## src/hdl/uart_status_pkg.sv

```systemverilog
// Constants, register map and carrier types for the UART status and baud register slice
package uart_status_pkg;
	////////////////////////////////////////////////////////////////////////////
	// Register offsets
	localparam logic [4:0] OFS_DIV_LOW = 5'h00;
	localparam logic [4:0] OFS_DIV_HIGH = 5'h01;
	localparam logic [4:0] OFS_OVERSAMPLE = 5'h02;
	localparam logic [4:0] OFS_LINE_CTRL = 5'h04;
	localparam logic [4:0] OFS_LINE_STATE = 5'h05;
	localparam logic [4:0] OFS_HANDSHAKE = 5'h06;
	localparam logic [4:0] OFS_FEATURE = 5'h07;
	localparam logic [4:0] OFS_RX_COUNT = 5'h15;
	localparam logic [4:0] OFS_TX_COUNT = 5'h16;
	////////////////////////////////////////////////////////////////////////////
	// Field positions
	localparam int LINE_CTRL_BANK_BIT = 7;
	localparam int FEAT_FORCE_TX_BIT = 0;
	localparam int FEAT_DSR_DTR_BIT = 1;
	localparam int FEAT_MODE950_BIT = 5;
	localparam int FEAT_RXSEL_BIT = 6;
	localparam int FEAT_TXSEL_BIT = 7;
	localparam logic [7:0] FEAT_WRITE_MASK = 8'hf3; // Bits 3:2 read-only zero
	localparam logic [7:0] OVS_WRITE_MASK = 8'h0f; // Bits 7:4 reserved
	////////////////////////////////////////////////////////////////////////////
	// Reset values and sample counts
	localparam logic [7:0] LINE_CTRL_RESET = 8'h03;
	localparam logic [7:0] REG_RESET = 8'h00;
	localparam logic [4:0] SAMPLES_AT_CODE0 = 5'h10;
	////////////////////////////////////////////////////////////////////////////
	// Carrier types
	typedef struct packed {
		logic rx_has_data;   // Receive FIFO not empty
		logic rx_overrun;    // Overrun seen
		logic rx_parity_err; // Parity error
		logic rx_frame_err;  // Framing error
		logic rx_break;      // Break detected
		logic tx_hold_empty; // Holding register empty
		logic tx_shift_empty; // Shift register empty
		logic rx_fifo_err;   // Error in FIFO data
	} line_events_type;
	typedef struct packed {
		logic dcd; // Carrier detect
		logic ri;  // Ring indicator
		logic dsr; // Data set ready
		logic cts; // Clear to send
	} modem_lines_type;
	typedef struct packed {
		logic [15:0] divisor;        // Baud divisor
		logic [4:0] samples_per_bit; // Samples per bit
		logic force_tx;              // Force transmission
		logic dsr_dtr_flow;          // DSR/DTR flow control
		logic mode_950;              // 950 mode
		logic divisor_bank;          // Divisor latch selected
	} baud_config_type;
endpackage

```

## src/hdl/modem_change_detect.sv

```systemverilog
// Modem line level capture and change-detect flags with read clear
`timescale 1ns/1ps
`default_nettype none
module modem_change_detect
	import uart_status_pkg::*;
(
	input wire logic core_clk,           // Core clock
	input wire logic arst_n,             // Async reset, active low
	input wire modem_lines_type lines,   // Modem input levels
	input wire logic read_clear,         // Status register read
	output logic [7:0] status_q          // Status byte
);
	modem_lines_type prev_q; // Last sampled levels
	logic [3:0] delta;       // Qualifying changes this cycle
	wire logic [3:0] flag_d; // Next change flags
	always_comb begin
		delta[0] = lines.cts ^ prev_q.cts;
		delta[1] = lines.dsr ^ prev_q.dsr;
		delta[2] = lines.ri & ~prev_q.ri;
		delta[3] = lines.dcd ^ prev_q.dcd;
	end
	////////////////////////////////////////////////////////////////////////////
	// Level history; reset to zero so a high input after reset counts as change
	always_ff @(posedge core_clk or negedge arst_n) begin
		if (!arst_n) begin
			prev_q <= '0;
		end else begin
			prev_q <= lines;
		end
	end
	// Sticky flags: new change beats the read clear
	genvar i;
	generate
		for (i = 0; i < 4; i++) begin : g_flag
			assign flag_d[i] = delta[i] | (status_q[i] & ~read_clear);
		end
	endgenerate
	// Flags and present levels in one register, so every bit has a single driver
	always_ff @(posedge core_clk or negedge arst_n) begin
		if (!arst_n) begin
			status_q <= 8'h00;
		end else begin
			status_q <= {lines.dcd, lines.ri, lines.dsr, lines.cts, flag_d};
		end
	end
endmodule
`default_nettype wire

```

## src/hdl/sample_count_decode.sv

```systemverilog
// Decode of the oversample code into samples per bit
`timescale 1ns/1ps
`default_nettype none
module sample_count_decode
	import uart_status_pkg::*;
(
	input wire logic [3:0] code,          // Oversample code
	output logic [4:0] samples_per_bit    // Samples per bit
);
	// Descending pattern, extended past the listed codes
	always_comb begin
		samples_per_bit = SAMPLES_AT_CODE0 - {1'b0, code};
	end
endmodule
`default_nettype wire

```

## src/hdl/uart_status_regs.sv

```systemverilog
// Line status, modem status, feature control and divisor registers of one channel
`timescale 1ns/1ps
`default_nettype none
module uart_status_regs
	import uart_status_pkg::*;
(
	input wire logic core_clk,                 // Core clock
	input wire logic arst_n,                   // Async reset, active low
	input wire logic [4:0] reg_addr,           // Register offset
	input wire logic reg_wr,                   // Write strobe, one cycle
	input wire logic reg_rd,                   // Read strobe, one cycle
	input wire logic [7:0] reg_wdata,          // Write data
	output logic [7:0] reg_rdata_q,            // Read data, one cycle after strobe
	input wire line_events_type line_events,   // Receiver and transmitter state
	input wire modem_lines_type modem_lines,   // Modem input levels
	input wire logic [7:0] rx_fill_count,      // Receive FIFO fill level
	input wire logic [7:0] line_err_count,     // Line status counter
	input wire logic [7:0] tx_fill_count,      // Transmit FIFO fill level
	output baud_config_type baud_config_q      // Configuration to datapath
);
	////////////////////////////////////////////////////////////////////////////
	// Storage
	logic [7:0] line_ctrl_q;   // Line format control
	logic [7:0] feature_q;     // Extra feature control
	logic [7:0] div_low_q;     // Divisor low
	logic [7:0] div_high_q;    // Divisor high
	logic [7:0] ovs_q;         // Oversample code
	logic [7:0] line_state_q;  // Captured line status
	logic [7:0] hs_status;     // Modem status byte
	logic [4:0] samples;       // Decoded sample count
	logic bank_div;            // Divisor bank selected
	logic hs_read;             // Modem status read
	assign bank_div = line_ctrl_q[LINE_CTRL_BANK_BIT];
	assign hs_read = reg_rd && (reg_addr == OFS_HANDSHAKE);
	////////////////////////////////////////////////////////////////////////////
	// Submodules
	modem_change_detect u_modem (
		.core_clk(core_clk),
		.arst_n(arst_n),
		.lines(modem_lines),
		.read_clear(hs_read),
		.status_q(hs_status)
	);
	sample_count_decode u_decode (
		.code(ovs_q[3:0]),
		.samples_per_bit(samples)
	);
	////////////////////////////////////////////////////////////////////////////
	// Line status capture: status bits mirror datapath state, registered
	always_ff @(posedge core_clk or negedge arst_n) begin
		if (!arst_n) begin
			line_state_q <= REG_RESET; // Bit 5 included, reset value is zero
		end else begin
			line_state_q[0] <= line_events.rx_has_data;
			line_state_q[1] <= line_events.rx_overrun;
			line_state_q[2] <= line_events.rx_parity_err;
			line_state_q[3] <= line_events.rx_frame_err;
			line_state_q[4] <= line_events.rx_break;
			line_state_q[5] <= line_events.tx_hold_empty;
			line_state_q[6] <= line_events.tx_shift_empty;
			line_state_q[7] <= line_events.rx_fifo_err;
		end
	end
	////////////////////////////////////////////////////////////////////////////
	// Line control; only bank select is used here, rest stored for readback
	always_ff @(posedge core_clk or negedge arst_n) begin
		if (!arst_n) begin
			line_ctrl_q <= LINE_CTRL_RESET;
		end else if (reg_wr && reg_addr == OFS_LINE_CTRL) begin
			line_ctrl_q <= reg_wdata;
		end
	end
	// Feature control; reserved bits 3:2 stay zero
	always_ff @(posedge core_clk or negedge arst_n) begin
		if (!arst_n) begin
			feature_q <= REG_RESET;
		end else if (reg_wr && reg_addr == OFS_FEATURE) begin
			feature_q <= reg_wdata & FEAT_WRITE_MASK;
		end
	end
	// Divisor latch pair, reachable only with the bank bit set
	always_ff @(posedge core_clk or negedge arst_n) begin
		if (!arst_n) begin
			div_low_q <= REG_RESET;
			div_high_q <= REG_RESET;
		end else if (reg_wr && bank_div) begin
			if (reg_addr == OFS_DIV_LOW) begin
				div_low_q <= reg_wdata;
			end
			if (reg_addr == OFS_DIV_HIGH) begin
				div_high_q <= reg_wdata;
			end
		end
	end
	// Oversample code: at 02h in divisor bank, or at 16h when feature bit 7 is 0
	always_ff @(posedge core_clk or negedge arst_n) begin
		if (!arst_n) begin
			ovs_q <= REG_RESET;
		end else if (reg_wr && ((bank_div && reg_addr == OFS_OVERSAMPLE)
				|| (!feature_q[FEAT_TXSEL_BIT] && reg_addr == OFS_TX_COUNT))) begin
			ovs_q <= reg_wdata & OVS_WRITE_MASK;
		end
	end
	////////////////////////////////////////////////////////////////////////////
	// Configuration out, registered
	always_ff @(posedge core_clk or negedge arst_n) begin
		if (!arst_n) begin
			baud_config_q <= '0;
		end else begin
			baud_config_q.divisor <= {div_high_q, div_low_q};
			baud_config_q.samples_per_bit <= samples;
			baud_config_q.force_tx <= feature_q[FEAT_FORCE_TX_BIT];
			baud_config_q.dsr_dtr_flow <= feature_q[FEAT_DSR_DTR_BIT];
			baud_config_q.mode_950 <= feature_q[FEAT_MODE950_BIT];
			baud_config_q.divisor_bank <= bank_div;
		end
	end
	////////////////////////////////////////////////////////////////////////////
	// Read mux; unmapped or bank-hidden offsets read zero
	always_ff @(posedge core_clk or negedge arst_n) begin
		if (!arst_n) begin
			reg_rdata_q <= REG_RESET;
		end else if (reg_rd) begin
			unique case (reg_addr)
				OFS_DIV_LOW: reg_rdata_q <= bank_div ? div_low_q : REG_RESET;
				OFS_DIV_HIGH: reg_rdata_q <= bank_div ? div_high_q : REG_RESET;
				OFS_OVERSAMPLE: reg_rdata_q <= bank_div ? ovs_q : REG_RESET;
				OFS_LINE_CTRL: reg_rdata_q <= line_ctrl_q;
				OFS_LINE_STATE: reg_rdata_q <= line_state_q;
				OFS_HANDSHAKE: reg_rdata_q <= hs_status; // Clears change bits
				OFS_FEATURE: reg_rdata_q <= feature_q;
				OFS_RX_COUNT: begin
					// Error counter or fill level
					reg_rdata_q <= feature_q[FEAT_RXSEL_BIT] ? line_err_count : rx_fill_count;
				end
				OFS_TX_COUNT: begin
					// Fill level or oversample code
					reg_rdata_q <= feature_q[FEAT_TXSEL_BIT] ? tx_fill_count : ovs_q;
				end
				default: reg_rdata_q <= REG_RESET;
			endcase
		end
	end
endmodule
`default_nettype wire

```

## config.mk

```make
export PLATFORM = sky130hd
export DESIGN_NAME = uart_status_regs
export DESIGN_NICKNAME = d
export VERILOG_FILES = /design/src/hdl/uart_status_pkg.sv /design/src/hdl/modem_change_detect.sv /design/src/hdl/sample_count_decode.sv /design/src/hdl/uart_status_regs.sv
export SDC_FILE = /design/constraint.sdc
export NUM_CORES = 1
export LEC_CHECK = 0
export BUFFER_PORTS_ARGS = -buffer_cell sky130_fd_sc_hd__buf_2
export CAP_MARGIN = 20
export CORE_MARGIN = 4
export CORE_UTILIZATION = 40
export DETAILED_ROUTE_END_ITERATION = 10
export GPL_TIMING_DRIVEN = 0
export HOLD_SLACK_MARGIN = 0.12
export PLACE_DENSITY = 0.71
export SYNTH_ARGS = -nofsm -noshare
export SYNTH_HDL_FRONTEND = slang
export SYNTH_SLANG_ARGS = --single-unit
export TNS_END_PERCENT = 5
```

## constraint.sdc

```tcl
create_clock -name core_clk -period 1.9 [get_ports core_clk]
set_clock_uncertainty 0.1 [all_clocks]
set_input_delay 0.095 -clock core_clk [delete_from_list [all_inputs] [get_ports core_clk]]
set_output_delay 0.095 -clock core_clk [all_outputs]
set_load 0.02 [all_outputs]
```

Yosys cells after proc, flatten, opt, wreduce, memory -nomap -nowiden:

Cells that the tools add are included.
Widths: inputs -> output; s select.

* muxes and demuxes: 6
* divide/modulo/power cells: 0
* multiply operators: 0
* reduce and logical (&&, ||, !) cells: 12
* equality and inequality tests: 8
* order comparisons: 0
* shift operators: 0
* bitwise gates (word level): 14
* add/subtract/negate cells: 1

Operators by type and width (number)
* $pmux 8 s9: 1
* $mux 8: 4
* $eq 5x3->1 const B: 4
* $eq 5x5->1 const B: 2
* $logic_and 1x1->1: 7
* $and 1x1->1: 5
* $eq 5x1->1 const B: 1
* $eq 5x2->1 const B: 1
* $logic_not 5->1: 1
* $sub 5x4->5 const A: 1
* $mux 4: 1
* $or 1x1->1: 4
* $reduce_and 2->1: 2
* $xor 1x1->1: 3
* $not 1->1: 2
* $logic_not 1->1: 1
* $logic_or 1x1->1: 1

* RAM bits: 0
* memory bits (read-only): 0
* latch bits: 0
* word-level logic and storage cells: 59
* memories: 0
* bits in registers: 87
* bits of input ports: 53
* output and inout bits: 33

Logic depth before layout (Yosys ltp):

* depth after elaboration: 5
* gate-level depth with buffers: 7
* mapped depth without buffers: 5

Cells and area by module:

From an unflattened synthesis, not the netlist that was laid out.

* cell total of the unflattened synthesis: 257
* area total of the unflattened synthesis: 3492.1 um2

By module, submodules not included
* uart_status_regs: area an instance 3163.0 um2, instances 1, cells each 229, sequential area each 1879.3 um2
* modem_change_detect: area an instance 266.5 um2, instances 1, cells each 20, sequential area each 200.2 um2
* sample_count_decode: area an instance 62.6 um2, instances 1, cells each 8, sequential area each 0.0 um2

Worst setup path before layout:

No wires, ideal clock.

* path type: register to register
* start: register line_ctrl_q[7]
* end: register div_low_q[0]
* path buffers: 0
* cell stages (with the launch flop): 5
* path slack: 0.231 ns
* clock period less this slack: 1.669 ns
* library setup time: 0.125 ns
* data arrival time: 1.445 ns
* data required time: 1.675 ns
* cell sequence: dfrtp_1 -> or4b_4 -> nor3_4 -> nand2_4 -> mux2_2

* cells in the longest elaborated chain, start to end: 2

Ends and longest elaborated chain
* start, declared: RTL line uart_status_regs.sv:23 `logic [7:0] line_ctrl_q;`
* start signal, assigned: RTL line uart_status_regs.sv:70 `line_ctrl_q <= reg_wdata;`
* $logic_and 1x1->1: RTL line uart_status_regs.sv:86 `end else if (reg_wr && bank_div) begin`
* $reduce_and 2->1 (no source line)
* end signal, assigned: RTL line uart_status_regs.sv:88 `div_low_q <= reg_wdata;`
* end, declared: RTL line uart_status_regs.sv:25 `logic [7:0] div_low_q;`

No other way between the ends.
A chain may end at the register's enable or synchronous reset.

Worst setup path after layout:

* start: register line_ctrl_q[7]
* end: register div_low_q[4]

The elaborated chain is that of the path after synthesis.

==> impl_results.md <==
- Sw Ratio: around 28%
- Final Hold Fails: 0
- Vias/cell: 5.28
- CTS max path bufs: 2
- Max-slew violations: 0
- Detail-routed net length per standard cell: 18.2 um
- Reg2reg path depth: 4
- Die H: between 100 and 150 um
- Status: finished, violations left
- RSZ-0062 raised after global routing: yes
- CTS tree: done
- Critical path's slowest cell: or4b_4
- IO Port Bufs: slightly above 80
- Period utilisation layout: 100%
- ANT nets after route: 0
- Number of global-route vias before repair: roughly 2700
- Mean Syn Cell Area: ~13 sq um
- Worst Max-Slew Pin Slew: roughly 600 ps
- Maxcap violations: 0
- Post-synth top flop: dfrtp_1
- Ys async rst share: 100%
- PnR worst setup slack: -2.62 ps
- Power per cell area: between 800 and 900 mW/mm^2
- Critical setup path kind: reg -> reg
- Crit path max-delay family: simple AND/OR/NAND/NOR gates
- Peak VDD IR: approximately 0.35 mV
- Power, Total: between 0.004 and 0.005 W
- Vias: 2671
- All-Layer GR Usage: 18.8%
- Commonest non-fill, non-tap cell in the layout: buf_2
- Final WL: ~9.2 mm
- DP Area: just over 0.004 sq mm
- Sequential share of power: 49.9%
- Crit start category: flip-flop
- CP peak stage delay: around 530 ps
- Leakage dissipation: roughly 2.3 nW
- First-pass GRT wire length: 14.4 mm
- Hold EP: reg_rdata_q[6]
- Total CTS buffers: 9
- Grt total ovfl: 0
- Internal: a little over 0.003 W
- CTS Sinks: 83
- Die area: about 0.010 sq mm
- DRT iter0 DRCs: about 140
- DRC: 0
- Critical path data required time: between 2000 and 2500 ps
- CTS root buffer: clkbuf_8
- DR pass1 iterations: 4
- R2R Path End: div_low_q[4]
- Placed wire-length estimate: 6.59 mm
- Highest-count cells in the layout ignoring fill and taps: buf_2, dfrtp_1, dlygate4sd3_1, mux2_2, mux2i_1
- Net Sw Power: around 0.0012 W
- Yosys Warn Count: 0
- CP max FO: 8
- Post-Syn Nets: about 320
- Worst path cell trace: or4b_4, nor3_4, nand2_4, mux2_2
- Fill count: between 700 and 800
- Core area: ~0.0084 sq mm
- Starting Density: about two fifths
- Largest net degree at the start of global routing: 50
- Die width: between 100 and 150 um
- CP arrival: 2050 ps
- Row count: 33
- Clock-pin slew on the worst setup and hold paths: about 80 ps
- Later-pin clock latency in the skew report: about 370 ps
- Comb power frac: roughly a fifth
- Fin nets: 450
- Final min period: 1900 ps
- Seq cells post-synth: 83
- Failing checks: setup timing
- Crit. End Element: flip-flop
- GPL Wtd Cong: between 0.9 and 1
- H-tree lvl count: 3
- Hold Path Depth: 5
- Seq/Total Area, Yosys: 59.4%
- R2r setup slk: -3 ps
- Clk network pwr share: 31.1%
- Ports: 86
- Worst Hold Class: in -> reg
- Cells after Synth: about 270
- Antenna diode instance count: 0
- Initial antenna violation count: 0
- Post-route cell area: around 0.0047 sq mm
- Fmax: 0.526 GHz
- Final setup violating endpoints: 1
- Post-synth EDFFs: 0
- R2r startpoint: line_ctrl_q[7]
- Mapped Area: between 0.003 and 0.004 sq mm
- Area Growth Syn to Fin: 33.8%
- Layout cells sized above 1: 38.9%
- HP Start: line_err_count[6]
- Crit path buf inv count: 0
- Yosys cell types: between 40 and 50
- Relative slew margins: 60.8%
==> cell families after synthesis <==
logic type	count (synthesis)	synth area share, %
flops	83	59.4
compound gates	43	8.96
simple gates	59	10.4
fa+ha+maj	1	0.357
xor+xnor	5	1.25
mux	55	17.3
buf+inv	19	2.36
==> synthesized netlist by cell type, types with 2 or more instances <==
master     count  area (sq um)
dfrtp_1       81          2030
mux2_2        35           394
mux2i_1       19           190
nand2_1       16          60.1
nand3_1        9          45.0
o21ai_0        8          40.0
inv_1          7          26.3
o2bb2ai_1      7          61.3
buf_2          6          30.0
nor2_1         6          22.5
a21oi_1        5          25.0
xnor2_1        5          43.8
nor2b_1        4          25.0
nor3_1         4          20.0
a32o_1         3          30.0
clkbuf_1       3          11.3
nor3b_1        3          22.5
a211oi_1       2          15.0
a22o_1         2          17.5
a22oi_1        2          15.0
a31oi_1        2          12.5
and2_1         2          12.5
and4bb_2       2          25.0
dfstp_2        2          52.6
nand3_2        2          20.0
nand3b_1       2          15.0
nor4_1         2          12.5
nor4b_2        2          30.0
o211ai_1       2          15.0
o22ai_1        2          12.5
==> per-stage QoR <==
| step | std cells | utilization [%] | setup TNS [ps] | hold slack [ps] | setup WS, ps |
|---|---|---|---|---|---|
| after floorplan | 265 | - | 0 | -301 | 231 |
| final | 506 | 55.9 | -2.62 | 144 | -2.62 |
| after CTS | 505 | 55.5 | -28.9 | 131 | -11.9 |
| after global routing | 506 | 55.9 | -421 | 151 | -63.1 |
| after global placement | 452 | 48.3 | -2260 | 104 | -228 |
| after detailed placement | 453 | 48.6 | -2870 | -20.6 | -237 |
==> cell type report <==
cell class                      instances  area, sq um  share of cell area (%)
Sequential cell                        83         2080                    44.4
Multi-Input combinational cell        163         1370                    29.3
Timing Repair Buffer                  120          816                    17.4
Clock buffer                           12          155                    3.31
Tap cell                              105          131                    2.80
Buffer                                 11         53.8                    1.15
Clock inverter                          4         48.8                    1.04
Inverter                                8         30.0                   0.641
==> tightest hold or removal path: stages <==
cell and delay, ps:
buf_2 80, a32oi_1 80, a21oi_1 140, nor2_1 60
o2bb2ai_1 110
==> flip-flops by register name (all words and copies together), names as in the netlist <==
signal and flops:
baud_config_q 25, div_high_q 8, div_low_q 8, feature_q 6, line_ctrl_q 8, line_state_q 8
ovs_q 4, reg_rdata_q 8, u_modem.prev_q 1, u_modem.status_q 7
==> power by group through the flow <==
stage / Sequential (W) / Combinational (W) / Clock (W)
floorplan: 0.00221 / 0.000327 / 0
global placement: 0.00212 / 0.000706 / 0
detailed placement: 0.00212 / 0.000736 / 0
CTS: 0.00209 / 0.000797 / 0.00133
global route: 0.00212 / 0.000862 / 0.00139
finish: 0.00209 / 0.000800 / 0.00131
==> worst max path at each step <==
stage,slack (ps),to,cells after the start,from
4_1_cts,-10,div_low_q[4],4,line_ctrl_q[7]
3_3_place_gp,-230,div_high_q[6],3,line_ctrl_q[7]
3_5_place_dp,-240,div_high_q[0],3,line_ctrl_q[7]
6_report,-3,div_low_q[4],4,line_ctrl_q[7]
2_1_floorplan,230,div_low_q[0],4,line_ctrl_q[7]
5_1_grt,-60,div_low_q[4],4,line_ctrl_q[7]
==> what timing repair did <==
action,CTS,global route
hold buffers,36,0
pin swaps,0,1
resized for setup,3,3
endpoints found under the hold margin,139,0
endpoints found under the setup margin,23,24
buffers inserted,0,0
==> routing by layer <==
metal | vias to the layer above | part of all wire [%] | GRT usage, %
li1 | 1235 | - | -
met1 | 1332 | 46 | 26.2
met2 | 92 | 46 | 28.3
met3 | 12 | 6.8 | 5.37
met4 | 0 | 1.7 | 6.65
met5 | - | 0 | 0
No activity file was read; power rests on OpenSTA's default activity.
